## config.mk

```make
export PLATFORM = sky130hd
export DESIGN_NAME = kbpi_top
export DESIGN_NICKNAME = d
export VERILOG_FILES = /design/src/rtl/kbpi_pkg.sv /design/src/rtl/kbpi_detect.sv /design/src/rtl/kbpi_ahb_slave.sv /design/src/rtl/kbpi_top.sv
export SDC_FILE = /design/constraint.sdc
export NUM_CORES = 1
export LEC_CHECK = 0
export BUFFER_PORTS_ARGS = -buffer_cell sky130_fd_sc_hd__buf_2
export CAP_MARGIN = 20
export CORE_MARGIN = 5
export CORE_UTILIZATION = 45
export CTS_BUF_LIST = sky130_fd_sc_hd__clkbuf_8 sky130_fd_sc_hd__clkbuf_16
export DETAILED_ROUTE_END_ITERATION = 10
export PLACE_DENSITY = 0.71
export SLEW_MARGIN = 20
export SYNTH_ARGS = -nofsm -noshare
export SYNTH_HDL_FRONTEND = slang
export SYNTH_SLANG_ARGS = --single-unit
```

## constraint.sdc

```tcl
create_clock -name hclk -period 3 [get_ports hclk]
set_input_delay 0.6 -clock hclk [delete_from_list [all_inputs] [get_ports hclk]]
set_output_delay 0.6 -clock hclk [all_outputs]
set_load 0.01 [all_outputs]
```

## src/rtl/kbpi_pkg.sv

```systemverilog
// Constants, register map and bus enumerations of the keyboard pin interrupt unit.
// Assumes an AHB-Lite fabric with 32-bit data and one clock, hclk.

`default_nettype none

package kbpi_pkg;

    // ************************************************************
    // Register map
    // ************************************************************
    localparam int unsigned KBPI_DATA_W   = 32;
    localparam int unsigned KBPI_OFF_W    = 4;
    localparam int unsigned KBPI_WIN_W    = 12;
    localparam int unsigned KBPI_MAX_PINS = 32;

    localparam logic [KBPI_OFF_W-1:0] KBPI_OFF_ENABLE   = 4'h0;
    localparam logic [KBPI_OFF_W-1:0] KBPI_OFF_POLARITY = 4'h4;
    localparam logic [KBPI_OFF_W-1:0] KBPI_OFF_STATUS   = 4'h8;
    localparam logic [KBPI_OFF_W-1:0] KBPI_OFF_SOURCE   = 4'hc;

    localparam logic [KBPI_DATA_W-1:0] KBPI_RST_WORD = 32'h0000_0000;

    // ************************************************************
    // Status/control field positions
    // ************************************************************
    localparam int unsigned KBPI_SC_MODE   = 0;
    localparam int unsigned KBPI_SC_IE     = 1;
    localparam int unsigned KBPI_SC_ACK    = 2;
    localparam int unsigned KBPI_SC_FLAG   = 3;
    localparam int unsigned KBPI_SC_VIEW   = 4;
    localparam int unsigned KBPI_SC_CLEAR  = 5;
    localparam int unsigned KBPI_SC_RSV_LO = 6;

    // ************************************************************
    // AHB-Lite encodings
    // ************************************************************
    localparam logic [1:0] KBPI_HTRANS_NONSEQ = 2'h2;
    localparam logic [1:0] KBPI_HTRANS_SEQ    = 2'h3;
    localparam logic [2:0] KBPI_HSIZE_WORD    = 3'h2;
    localparam logic       KBPI_HRESP_OKAY    = 1'b0;

    typedef enum logic [1:0] {
        BUS_IDLE,
        BUS_WRITE,
        BUS_READ
    } kbpi_bus_state_type;

endpackage

`default_nettype wire

```

## src/rtl/kbpi_detect.sv

```systemverilog
// Pin qualification, edge detection and edge lockout.
// Assumes the pins are already synchronous to hclk.

`default_nettype none

module kbpi_detect
    import kbpi_pkg::*;
#(
    parameter int unsigned N_PINS = 32
) (
    input  wire logic              hclk,
    input  wire logic              hresetn,
    input  wire logic [N_PINS-1:0] pin,
    input  wire logic [N_PINS-1:0] polarity,
    input  wire logic [N_PINS-1:0] enable,
    output logic      [N_PINS-1:0] edge_hits,
    output logic      [N_PINS-1:0] level_hits,
    output logic                   any_active
);

    logic [N_PINS-1:0] asserted;
    logic [N_PINS-1:0] prev_reg;
    logic [N_PINS-1:0] edge_raw;
    logic              lock_reg;
    logic              lock_next;

    // ************************************************************
    // Qualification
    // ************************************************************
    assign asserted   = ~(pin ^ polarity);
    assign level_hits = asserted & enable;
    assign any_active = |level_hits;

    // Edge needs the deasserted level sampled one cycle before
    assign edge_raw  = level_hits & ~prev_reg;
    // Lockout keeps a bouncing second key from raising a fresh edge
    assign edge_hits = lock_reg ? '0 : edge_raw;
    assign lock_next = (|edge_hits) | (lock_reg & any_active);

    always_ff @(posedge hclk or negedge hresetn) begin
        if (!hresetn) begin
            prev_reg <= '0;
            lock_reg <= 1'b0;
        end else begin
            prev_reg <= asserted;
            lock_reg <= lock_next;
        end
    end
endmodule

`default_nettype wire

```

## src/rtl/kbpi_ahb_slave.sv

```systemverilog
// AHB-Lite slave front end: address capture, write strobe, registered read data.
// Assumes one master and hready fed back from this slave's hreadyout.

`default_nettype none

module kbpi_ahb_slave
    import kbpi_pkg::*;
(
    input  wire logic                   hclk,
    input  wire logic                   hresetn,
    input  wire logic                   hsel,
    input  wire logic [31:0]            haddr,
    input  wire logic [1:0]             htrans,
    input  wire logic                   hwrite,
    input  wire logic [2:0]             hsize,
    input  wire logic                   hready,
    input  wire logic [KBPI_DATA_W-1:0] hwdata,
    input  wire logic [KBPI_DATA_W-1:0] rd_data,
    output logic      [KBPI_DATA_W-1:0] hrdata,
    output logic                        hreadyout,
    output logic                        hresp,
    output logic                        wr_strobe,
    output logic      [KBPI_OFF_W-1:0]  wr_offset,
    output logic      [KBPI_DATA_W-1:0] wr_word,
    output logic      [KBPI_OFF_W-1:0]  rd_offset
);

    kbpi_bus_state_type          state_reg;
    kbpi_bus_state_type          state_next;
    logic [KBPI_OFF_W-1:0]       addr_reg;
    logic                        hit_reg;
    logic [KBPI_DATA_W-1:0]      hrdata_reg;
    logic                        hreadyout_reg;
    logic                        active_trans;
    logic                        accept;
    logic                        hit;

    assign active_trans = (htrans == KBPI_HTRANS_NONSEQ) || (htrans == KBPI_HTRANS_SEQ);
    assign accept       = hsel && active_trans && hready;
    // Unmapped or sub-word accesses read zero and write nothing
    assign hit          = (haddr[KBPI_WIN_W-1:KBPI_OFF_W] == '0) && (hsize == KBPI_HSIZE_WORD);

    always_comb begin
        case (state_reg)
            BUS_READ: state_next = BUS_IDLE;
            BUS_IDLE,
            BUS_WRITE: state_next = accept ? (hwrite ? BUS_WRITE : BUS_READ) : BUS_IDLE;
            default:  state_next = BUS_IDLE;
        endcase
    end

    // One wait state on reads so a write just before is already visible
    always_ff @(posedge hclk or negedge hresetn) begin
        if (!hresetn) begin
            state_reg     <= BUS_IDLE;
            addr_reg      <= '0;
            hit_reg       <= 1'b0;
            hrdata_reg    <= KBPI_RST_WORD;
            hreadyout_reg <= 1'b1;
        end else begin
            state_reg     <= state_next;
            hreadyout_reg <= (state_next != BUS_READ);
            if (accept) begin
                addr_reg <= haddr[KBPI_OFF_W-1:0];
                hit_reg  <= hit;
            end
            if (state_reg == BUS_READ) begin
                hrdata_reg <= hit_reg ? rd_data : KBPI_RST_WORD;
            end
        end
    end

    assign hrdata    = hrdata_reg;
    assign hreadyout = hreadyout_reg;
    assign hresp     = KBPI_HRESP_OKAY;
    assign wr_strobe = (state_reg == BUS_WRITE) && hit_reg;
    assign wr_offset = addr_reg;
    assign wr_word   = hwdata;
    assign rd_offset = addr_reg;

endmodule

`default_nettype wire

```

## src/rtl/kbpi_top.sv

```systemverilog
// Keyboard pin interrupt unit: register bank, flag, source capture and request.
// Assumes pins synchronous to hclk and an AHB-Lite master on the same clock.

`default_nettype none

module kbpi_top
    import kbpi_pkg::*;
#(
    parameter int unsigned N_PINS = 32
) (
    input  wire logic                   hclk,
    input  wire logic                   hresetn,
    input  wire logic                   hsel,
    input  wire logic [31:0]            haddr,
    input  wire logic [1:0]             htrans,
    input  wire logic                   hwrite,
    input  wire logic [2:0]             hsize,
    input  wire logic                   hready,
    input  wire logic [KBPI_DATA_W-1:0] hwdata,
    output logic      [KBPI_DATA_W-1:0] hrdata,
    output logic                        hreadyout,
    output logic                        hresp,
    input  wire logic [N_PINS-1:0]      keyboard_input_pin,
    output logic                        irq,
    output logic                        wake_req
);

    // ************************************************************
    // Helpers
    // ************************************************************
    function automatic logic [KBPI_DATA_W-1:0] widen(input logic [N_PINS-1:0] v);
        logic [KBPI_DATA_W-1:0] r;
        r = '0;
        r[N_PINS-1:0] = v;
        return r;
    endfunction

    // ************************************************************
    // Declarations
    // ************************************************************
    logic                   wr_strobe;
    logic [KBPI_OFF_W-1:0]  wr_offset;
    logic [KBPI_DATA_W-1:0] wr_word;
    logic [KBPI_OFF_W-1:0]  rd_offset;
    logic [KBPI_DATA_W-1:0] rd_data;
    logic [KBPI_DATA_W-1:0] hrdata_slv;
    logic                   hreadyout_slv;
    logic                   hresp_slv;

    logic [N_PINS-1:0]      pin_interrupt_mask_reg;
    logic [N_PINS-1:0]      pin_interrupt_mask_next;
    logic [N_PINS-1:0]      polarity_choice_reg;
    logic [N_PINS-1:0]      polarity_choice_next;
    logic                   detection_mode_reg;
    logic                   detection_mode_next;
    logic                   interrupt_enable_bit_reg;
    logic                   interrupt_enable_bit_next;
    logic                   source_latched_view_reg;
    logic                   source_latched_view_next;
    logic                   interrupt_flag_reg;
    logic                   interrupt_flag_next;
    logic [N_PINS-1:0]      source_pin_bits_reg;
    logic [N_PINS-1:0]      source_pin_bits_next;
    logic [N_PINS-1:0]      source_latch_reg;
    logic [N_PINS-1:0]      source_latch_next;
    logic                   irq_reg;
    logic                   wake_reg;

    logic                   wr_enable;
    logic                   wr_polarity;
    logic                   wr_status;
    logic                   flag_acknowledge;
    logic                   source_clear;
    logic [N_PINS-1:0]      edge_hits;
    logic [N_PINS-1:0]      level_hits;
    logic                   any_active;
    logic [N_PINS-1:0]      pin_hits;
    logic                   edge_valid;
    logic                   flag_set;
    logic                   flag_clear;
    logic                   flag_rise;
    logic [KBPI_DATA_W-1:0] status_word;
    logic [N_PINS-1:0]      source_view;

    // ************************************************************
    // Bus front end
    // ************************************************************
    kbpi_ahb_slave u_slave (
        .hclk      (hclk),
        .hresetn   (hresetn),
        .hsel      (hsel),
        .haddr     (haddr),
        .htrans    (htrans),
        .hwrite    (hwrite),
        .hsize     (hsize),
        .hready    (hready),
        .hwdata    (hwdata),
        .rd_data   (rd_data),
        .hrdata    (hrdata_slv),
        .hreadyout (hreadyout_slv),
        .hresp     (hresp_slv),
        .wr_strobe (wr_strobe),
        .wr_offset (wr_offset),
        .wr_word   (wr_word),
        .rd_offset (rd_offset)
    );

    assign hrdata    = hrdata_slv;
    assign hreadyout = hreadyout_slv;
    assign hresp     = hresp_slv;

    // ************************************************************
    // Pin detection
    // ************************************************************
    kbpi_detect #(
        .N_PINS (N_PINS)
    ) u_detect (
        .hclk       (hclk),
        .hresetn    (hresetn),
        .pin        (keyboard_input_pin),
        .polarity   (polarity_choice_reg),
        .enable     (pin_interrupt_mask_reg),
        .edge_hits  (edge_hits),
        .level_hits (level_hits),
        .any_active (any_active)
    );

    // ************************************************************
    // Write decode
    // ************************************************************
    assign wr_enable   = wr_strobe && (wr_offset == KBPI_OFF_ENABLE);
    assign wr_polarity = wr_strobe && (wr_offset == KBPI_OFF_POLARITY);
    assign wr_status   = wr_strobe && (wr_offset == KBPI_OFF_STATUS);
    // Command bits act only as pulses and are never stored
    assign flag_acknowledge = wr_status && wr_word[KBPI_SC_ACK];
    assign source_clear     = wr_status && wr_word[KBPI_SC_CLEAR];

    assign pin_interrupt_mask_next   = wr_enable ? wr_word[N_PINS-1:0]
                                                 : pin_interrupt_mask_reg;
    assign polarity_choice_next      = wr_polarity ? wr_word[N_PINS-1:0]
                                                   : polarity_choice_reg;
    assign detection_mode_next       = wr_status ? wr_word[KBPI_SC_MODE]
                                                 : detection_mode_reg;
    assign interrupt_enable_bit_next = wr_status ? wr_word[KBPI_SC_IE]
                                                 : interrupt_enable_bit_reg;
    assign source_latched_view_next  = wr_status ? wr_word[KBPI_SC_VIEW]
                                                 : source_latched_view_reg;

    // ************************************************************
    // Flag and source capture
    // ************************************************************
    assign edge_valid = |edge_hits;
    assign pin_hits   = edge_hits | (detection_mode_reg ? level_hits : '0);
    assign flag_set   = edge_valid || (detection_mode_reg && any_active);
    // Level mode refuses the acknowledge while any enabled pin is held
    assign flag_clear = flag_acknowledge && (!detection_mode_reg || !any_active);
    // Set wins over clear so an event in the acknowledge cycle survives
    assign interrupt_flag_next = flag_set || (interrupt_flag_reg && !flag_clear);
    assign flag_rise  = flag_set && !interrupt_flag_reg;

    assign source_pin_bits_next = pin_hits
                                | (source_clear ? '0 : source_pin_bits_reg);
    assign source_latch_next    = flag_rise    ? source_pin_bits_next :
                                  source_clear ? '0 : source_latch_reg;

    always_ff @(posedge hclk or negedge hresetn) begin
        if (!hresetn) begin
            pin_interrupt_mask_reg   <= '0;
            polarity_choice_reg      <= '0;
            detection_mode_reg       <= 1'b0;
            interrupt_enable_bit_reg <= 1'b0;
            source_latched_view_reg  <= 1'b0;
            interrupt_flag_reg       <= 1'b0;
            source_pin_bits_reg      <= '0;
            source_latch_reg         <= '0;
        end else begin
            pin_interrupt_mask_reg   <= pin_interrupt_mask_next;
            polarity_choice_reg      <= polarity_choice_next;
            detection_mode_reg       <= detection_mode_next;
            interrupt_enable_bit_reg <= interrupt_enable_bit_next;
            source_latched_view_reg  <= source_latched_view_next;
            interrupt_flag_reg       <= interrupt_flag_next;
            source_pin_bits_reg      <= source_pin_bits_next;
            source_latch_reg         <= source_latch_next;
        end
    end

    // ************************************************************
    // Request and wake outputs
    // ************************************************************
    // Wake follows the masked flag; the unit has no clock-free path, so
    // stop mode needs hclk kept running to this block by the clock gate
    always_ff @(posedge hclk or negedge hresetn) begin
        if (!hresetn) begin
            irq_reg  <= 1'b0;
            wake_reg <= 1'b0;
        end else begin
            irq_reg  <= interrupt_flag_next && interrupt_enable_bit_next;
            wake_reg <= interrupt_flag_next && interrupt_enable_bit_next;
        end
    end

    assign irq      = irq_reg;
    assign wake_req = wake_reg;

    // ************************************************************
    // Read mux
    // ************************************************************
    always_comb begin
        status_word = KBPI_RST_WORD;
        status_word[KBPI_SC_MODE] = detection_mode_reg;
        status_word[KBPI_SC_IE]   = interrupt_enable_bit_reg;
        status_word[KBPI_SC_FLAG] = interrupt_flag_reg;
        status_word[KBPI_SC_VIEW] = source_latched_view_reg;
    end

    assign source_view = source_latched_view_reg ? source_latch_reg
                                                 : source_pin_bits_reg;

    assign rd_data = (rd_offset == KBPI_OFF_ENABLE)   ? widen(pin_interrupt_mask_reg) :
                     (rd_offset == KBPI_OFF_POLARITY) ? widen(polarity_choice_reg)    :
                     (rd_offset == KBPI_OFF_STATUS)   ? status_word                   :
                     (rd_offset == KBPI_OFF_SOURCE)   ? widen(source_view)            :
                                                        KBPI_RST_WORD;
endmodule

`default_nettype wire

```

==> results of run 1 <==
## path summary, 6_finish.rpt
path | end | slack (ns) | cells after the start
min in group hclk | u_slave.hreadyout | 0.32 | 2
setup / recovery | source_latch_reg[5] | 0.30 | 6
setup reg to reg | source_latch_reg[5] | 0.30 | 6
hold reg to reg | u_slave.hrdata[7] | 0.47 | 2
max in group asynchronous | u_slave.hrdata[14] | 2.03 | 2
hold / removal | u_slave.hrdata[10] | 0.08 | 1
## where the power goes
group	switching (mW)	leakage (nW)	internal [mW]	total (mW)
registers	0.0280	2.79	2.81	2.84
logic	0.229	1.98	0.123	0.352
clock network	1.11	0.369	1.53	2.64
## cell families (layout without fill, tap and decap cells)
family / after synthesis / after routing / synth area share [%]
other: 1 / 1 / 0.0371
flip-flops: 206 / 206 / 51.0
AO/OA/AOI/OAI: 268 / 268 / 20.3
AND/OR/NAND/NOR: 258 / 258 / 11.3
buffers and inverters: 88 / 200 / 3.60
XOR/XNOR: 32 / 32 / 2.77
multiplexers: 102 / 102 / 11.0
## cell type report
class	count	area share (%)
Timing Repair Buffer	153	8.30
Inverter	9	0.285
Clock buffer	29	5.55
Tap cell	280	2.95
Sequential cell	206	43.5
Multi-Input combinational cell	661	39.1
Clock inverter	9	0.359
## cell usage in the layout (no fill, tap or decap), types with 5 or more instances in the layout
cell type / instances
a211oi_1: 7
a21oi_1: 36
a221oi_1: 29
a22oi_1: 16
a31oi_1: 7
a32o_1: 19
a32oi_1: 29
and3_1: 8
buf_12: 10
buf_2: 118
buf_4: 24
clkbuf_16: 23
clkbuf_8: 7
dfrtp_1: 203
inv_1: 14
mux2_2: 69
mux2i_1: 32
nand2_1: 139
nand3_1: 13
nand3b_1: 6
nand4_1: 5
nor2_1: 49
nor2b_1: 7
nor3_1: 8
o211ai_1: 10
o21ai_0: 34
o21bai_1: 12
o311a_1: 25
o31a_1: 25
o31ai_1: 7
xnor2_1: 32
## synthesized netlist by cell type, types with 2 or more instances
| cell type | count | share of area (%) |
|---|---|---|
| dfrtp_1 | 205 | 51 |
| nand2_1 | 139 | 5.2 |
| mux2_2 | 69 | 7.7 |
| clkbuf_1 | 51 | 1.9 |
| nor2_1 | 49 | 1.8 |
| a21oi_1 | 36 | 1.8 |
| o21ai_0 | 34 | 1.7 |
| mux2i_1 | 32 | 3.2 |
| xnor2_1 | 32 | 2.8 |
| a221oi_1 | 29 | 2.5 |
| a32oi_1 | 29 | 2.5 |
| o311a_1 | 25 | 2.5 |
| o31a_1 | 25 | 2.2 |
| a32o_1 | 19 | 1.9 |
| a22oi_1 | 16 | 1.2 |
| buf_1 | 13 | 0.48 |
| nand3_1 | 13 | 0.64 |
| o21bai_1 | 12 | 0.89 |
| o211ai_1 | 10 | 0.74 |
| buf_2 | 9 | 0.45 |
| inv_1 | 9 | 0.33 |
| nor2b_1 | 9 | 0.56 |
| nor3_1 | 9 | 0.45 |
| and3_1 | 8 | 0.50 |
| a211oi_1 | 7 | 0.52 |
| a31oi_1 | 7 | 0.43 |
| o31ai_1 | 7 | 0.52 |
| buf_4 | 6 | 0.45 |
| nand3b_1 | 6 | 0.45 |
| nand4_1 | 5 | 0.31 |
| nor4_1 | 4 | 0.25 |
| a222oi_1 | 3 | 0.30 |
| nand2b_1 | 3 | 0.19 |
| o2111ai_1 | 3 | 0.26 |
| o21ai_1 | 3 | 0.15 |
| or2_2 | 3 | 0.19 |
| or4_1 | 3 | 0.22 |
| a41oi_1 | 2 | 0.17 |
| nor3b_1 | 2 | 0.15 |
## routing by layer
layer | vias to the layer above | routed length, µm
li1 | 3779 | -
met1 | 4101 | 12700
met2 | 301 | 12700
met3 | 49 | 1770
met4 | 2 | 701
met5 | - | 13
## through the flow
stage | hold WS, ns | util, % | power (mW) | std cells | setup WS, ns
after floorplan | 0.304 | - | 3.03 | 955 | 0.546
after global placement | 0.457 | 50.8 | 3.24 | 1309 | 0.360
after detailed placement | 0.465 | 50.8 | 3.24 | 1309 | 0.350
after CTS | 0.0983 | 54.0 | 5.89 | 1347 | 0.348
after global routing | 0.130 | 54.0 | 6.05 | 1347 | 0.244
final | 0.0764 | 54.0 | 5.83 | 1347 | 0.305
==> impl_metrics.tcl, run 1 <==
set metrics [dict create \
    outcome "finished clean" \
    maxCapViolCount 0 \
    wl_um 27800 \
    antenna_left 0 \
    cp-start-kind "flop" \
    insertion_delay_ns 0.52 \
    worstSetupPathType "flop to flop" \
    gp_congestion 0.806 \
    seqCellArea_um2 5160 \
    syn-instance-count 955 \
    crit_required_ns 3.39 \
    num_vias 8232 \
    drcViolationCount 0 \
    startpoint "u_slave.rd_offset[1]" \
    final_area_um2 11900 \
    worst_path_max_delay_cell "or4_2" \
    leakagePower_nw 5.14 \
    worst_slew_pin_slew_ns 0.839 \
    clk_path_buf_depth 3 \
    postCtsResizedCells 0 \
    synth_nets 1061 \
    grtUsageMet3_pct 3.27 \
    multi_input_area_um2 4630 \
    dr.first_iter.drc_count 831 \
    avgSynthCellArea_um2 10.6 \
    syn_area_um2 10100 \
    ir_drop_v 0.000483 \
    fin_nets 1160 \
    layout-drive-gt1-share_pct 25.2 \
    cp-end-kind "flop" \
    route.detailed.wl_per_inst_um 20.7 \
    diodes 0 \
    num-fill-cells 1938 \
    grt_pass1_wl_um 45200 \
    dr.pass1.iters 8 \
    global_route.usage.met1_pct 31.3 \
    syn_to_final_growth_pct 17.4 \
    fin_tns_setup_ns 0 \
    synth-main-ff-cell "dfrtp_1" \
    finalSetupViolations 0 \
    cts_made_buffers 23 \
    min_path_type "input pin to async pin" \
    cp_slowest_stage_delay_ns 0.67 \
    cts_setup_buffers 0 \
    max_freq_mhz 371 \
    fin_skew_ns 0.0182 \
    worstPathArrival_ns 3.08 \
    synth_edf_count 0 \
    clock-root-buffer "clkbuf_16" \
    grt_usage_pct 21.4 \
    dpl_cell_area_um2 11200 \
    path_delay_family "simple AND/OR/NAND/NOR gates" \
    grt-busiest-layer "met2" \
    cp_cell_sequence "or3b_1 -> or4_2 -> buf_12 -> a32o_1 -> o31a_1 -> o311a_1" \
    path_buf_inv 1 \
    clkSinkCount 206 \
    core_area_um2 22000 \
    grt_pass1_vias 8097 \
    num_rows 54 \
    r2r-start "u_slave.rd_offset[1]" \
    start_util_pct 46.0 \
    antenna_found_initial 1 \
    power.density_nw_per_um2 492 \
    cts_max_level 1 \
    period_share_pct 89.8 \
    report.final.slew_viol_count 0 \
    grtUsageMet2_pct 33.6 \
    ys_ff_latch 206 \
    slew_headroom_pct 44.0 \
    fin_crit_ns 2.70 \
    grt_overflow 0 \
    yosysUniqueCellTypes 48 \
    yosysSeqAreaShare_pct 51.0 \
    viasPerCell 6.11 \
    dieArea_um2 25500 \
    post-dp-hpwl_um 18300 \
    path_max_fanout 96 \
    grt_max_degree 97 \
    postCtsHoldBufs 0 \
    hold_violations 0 \
    io_buffers 119 \
    rsz0062_at_grt "no" \
    async_reset_ff_share_pct 100 \
    io_pins 142 \
    cts_tree "done" \
    die_x_um 160 \
    ys_warn_count 0 \
    dieHeight_um 160 \
    path_clk_slew_ns 0.06 \
]
Power figures use the tool's default switching activity.
==> run 2, diff against run 1 <==
- RECOVER_POWER: unset -> 50
==> run 2 against run 1 <==
The flow now finishes with violations (capacitance limit, slew limit); register-to-register slack about the same; fmax about the same; non-clock buffer count unchanged; critical endpoint unchanged; highest routed layer unchanged.
==> impl_metrics.tcl, run 2 (synthesis results as in run 1) <==
set metrics [dict create \
    cts_max_level 1 \
    start_util_pct 46.0 \
    min-delay-start "hwrite" \
    grt_usage_pct 21.4 \
    io_buffers 119 \
    switching_power_mw 1.37 \
    cts_made_buffers 23 \
    reg2regPathDepth 6 \
    violations "capacitance limit, slew limit" \
    rsz0062_at_grt "no" \
    slew_headroom_pct -19.7 \
    clkPwrFrac_pct 45.4 \
    clkSinkCount 206 \
    cp_slowest_stage_delay_ns 0.67 \
    drcViolationCount 0 \
    grt_max_degree 97 \
    most-common-layout-cells "203 x dfrtp_1, 139 x nand2_1, 118 x buf_2, 69 x mux2_2, 49 x nor2_1" \
    wl_um 27800 \
    leakagePower_nw 5.13 \
    worstPathArrival_ns 3.08 \
    gp_congestion 0.806 \
    maxCapViolCount 1 \
    cp-end-kind "flop" \
    hold_depth 2 \
    power.density_nw_per_um2 493 \
    grt_overflow 0 \
    path_max_fanout 96 \
    num_rows 54 \
    worstSetupPathType "flop to flop" \
    final_common_cell "dfrtp_1" \
    rrSetupSlack_ns 0.30 \
    min_path_type "input pin to flop" \
    cts_tree "done" \
    finalSetupViolations 0 \
    route.detailed.wl_per_inst_um 20.6 \
    ir_drop_v 0.000483 \
    grt_pass1_wl_um 45200 \
    period_share_pct 89.9 \
    hold_violations 0 \
    cp_cell_sequence "or3b_1 -> or4_2 -> buf_12 -> a32o_1 -> o31a_1 -> o311a_1" \
    layout-drive-gt1-share_pct 25.1 \
    seqPwrFrac_pct 48.7 \
    cp-start-kind "flop" \
    fin_tns_setup_ns 0 \
    dr.pass1.iters 7 \
    outcome "complete, but fails checks" \
    worst_slew_pin_slew_ns 1.80 \
    diodes 0 \
    r2r-end "source_latch_reg[5]" \
    postCtsHoldBufs 0 \
    clock-root-buffer "clkbuf_16" \
    fin_crit_ns 2.70 \
    max_freq_mhz 371 \
    path_clk_slew_ns 0.06 \
    fin_skew_ns 0.0182 \
    antenna_found_initial 1 \
    die_x_um 160 \
    viasPerCell 6.09 \
    report.final.slew_viol_count 68 \
    num_vias 8201 \
    dr.first_iter.drc_count 911 \
    dpl_cell_area_um2 11200 \
    postCtsResizedCells 0 \
    whs_endpoint "u_slave.hreadyout" \
    cts_setup_buffers 0 \
    grt_pass1_vias 8097 \
    fin_nets 1160 \
    clk_path_buf_depth 3 \
    p_int_mw 4.46 \
    p_comb_share_pct 5.9 \
    core_area_um2 22000 \
    r2r-start "u_slave.rd_offset[1]" \
    antenna_left 0 \
    insertion_delay_ns 0.52 \
    io_pins 142 \
    post-place-ws_ns 0.350 \
    syn_to_final_growth_pct 17.1 \
    dieArea_um2 25500 \
    dieHeight_um 160 \
    final_area_um2 11800 \
    crit_required_ns 3.39 \
    post-dp-hpwl_um 18300 \
    power.share.switching_pct 23.5 \
    worst_path_max_delay_cell "or4_2" \
    setup_slack_ns 0.304 \
]
[run 2: changes by cell type in the layout (fill, tap and decap cells not counted)]
cell and change:
buf_12 -1, buf_4 -4, clkbuf_1 +1, clkbuf_2 +4, clkbuf_4 +1, clkbuf_8 -1
[run 2: cell type report]
class	instances	area (µm²)
Fill cell	1945	10100
Sequential cell	206	5160
Multi-Input combinational cell	661	4630
Timing Repair Buffer	153	952
Clock buffer	29	658
Tap cell	280	350
Clock inverter	9	42.5
Inverter	9	33.8
[run 2: per-stage QoR]
step | std cells | hold WS [ns] | utilization [%] | total power [mW]
final | 1347 | 0.323 | 53.9 | 5.83
after CTS | 1347 | 0.0983 | 54.0 | 5.89
after detailed placement | 1309 | 0.465 | 50.8 | 3.24
after global routing | 1347 | 0.319 | 53.9 | 6.04
after floorplan | 955 | 0.304 | - | 3.03
after global placement | 1309 | 0.457 | 50.8 | 3.24
[run 2: worst max-delay path by stage]
stage,endpoint,start,depth (start not counted),slack (ns)
after floorplan,source_latch_reg[13],keyboard_input_pin[16],8,0.55
after global placement,source_latch_reg[5],u_slave.rd_offset[1],6,0.36
after detailed placement,source_latch_reg[31],keyboard_input_pin[8],8,0.35
after CTS,source_latch_reg[5],u_slave.rd_offset[1],6,0.35
after global routing,interrupt_flag_reg,hresetn,2,0.24
final,source_latch_reg[5],u_slave.rd_offset[1],6,0.30
[run 2: power groups by stage]
stage	clock (mW)	sequential (mW)	combinational, mW
2_1_floorplan	0	2.88	0.152
3_3_place_gp	0	2.89	0.346
3_5_place_dp	0	2.89	0.353
4_1_cts	2.69	2.84	0.355
5_1_grt	2.81	2.85	0.383
6_report	2.65	2.84	0.345
[run 2: per-layer routing]
metal	GRT usage, %	vias up	part of all wire [%]
met5	0	-	0.047
met4	5.55	2	2.3
met3	3.27	41	5.6
met2	33.6	276	45
met1	31.3	4112	47
li1	-	3770	-
[run 2: critical path: cells and delay by family (launching register included)]
family,cells,cell delay [ns]
buffers and inverters,1,0.26
AND/OR/NAND/NOR,2,1.13
flip-flops,1,0.43
AO/OA/AOI/OAI,3,0.72
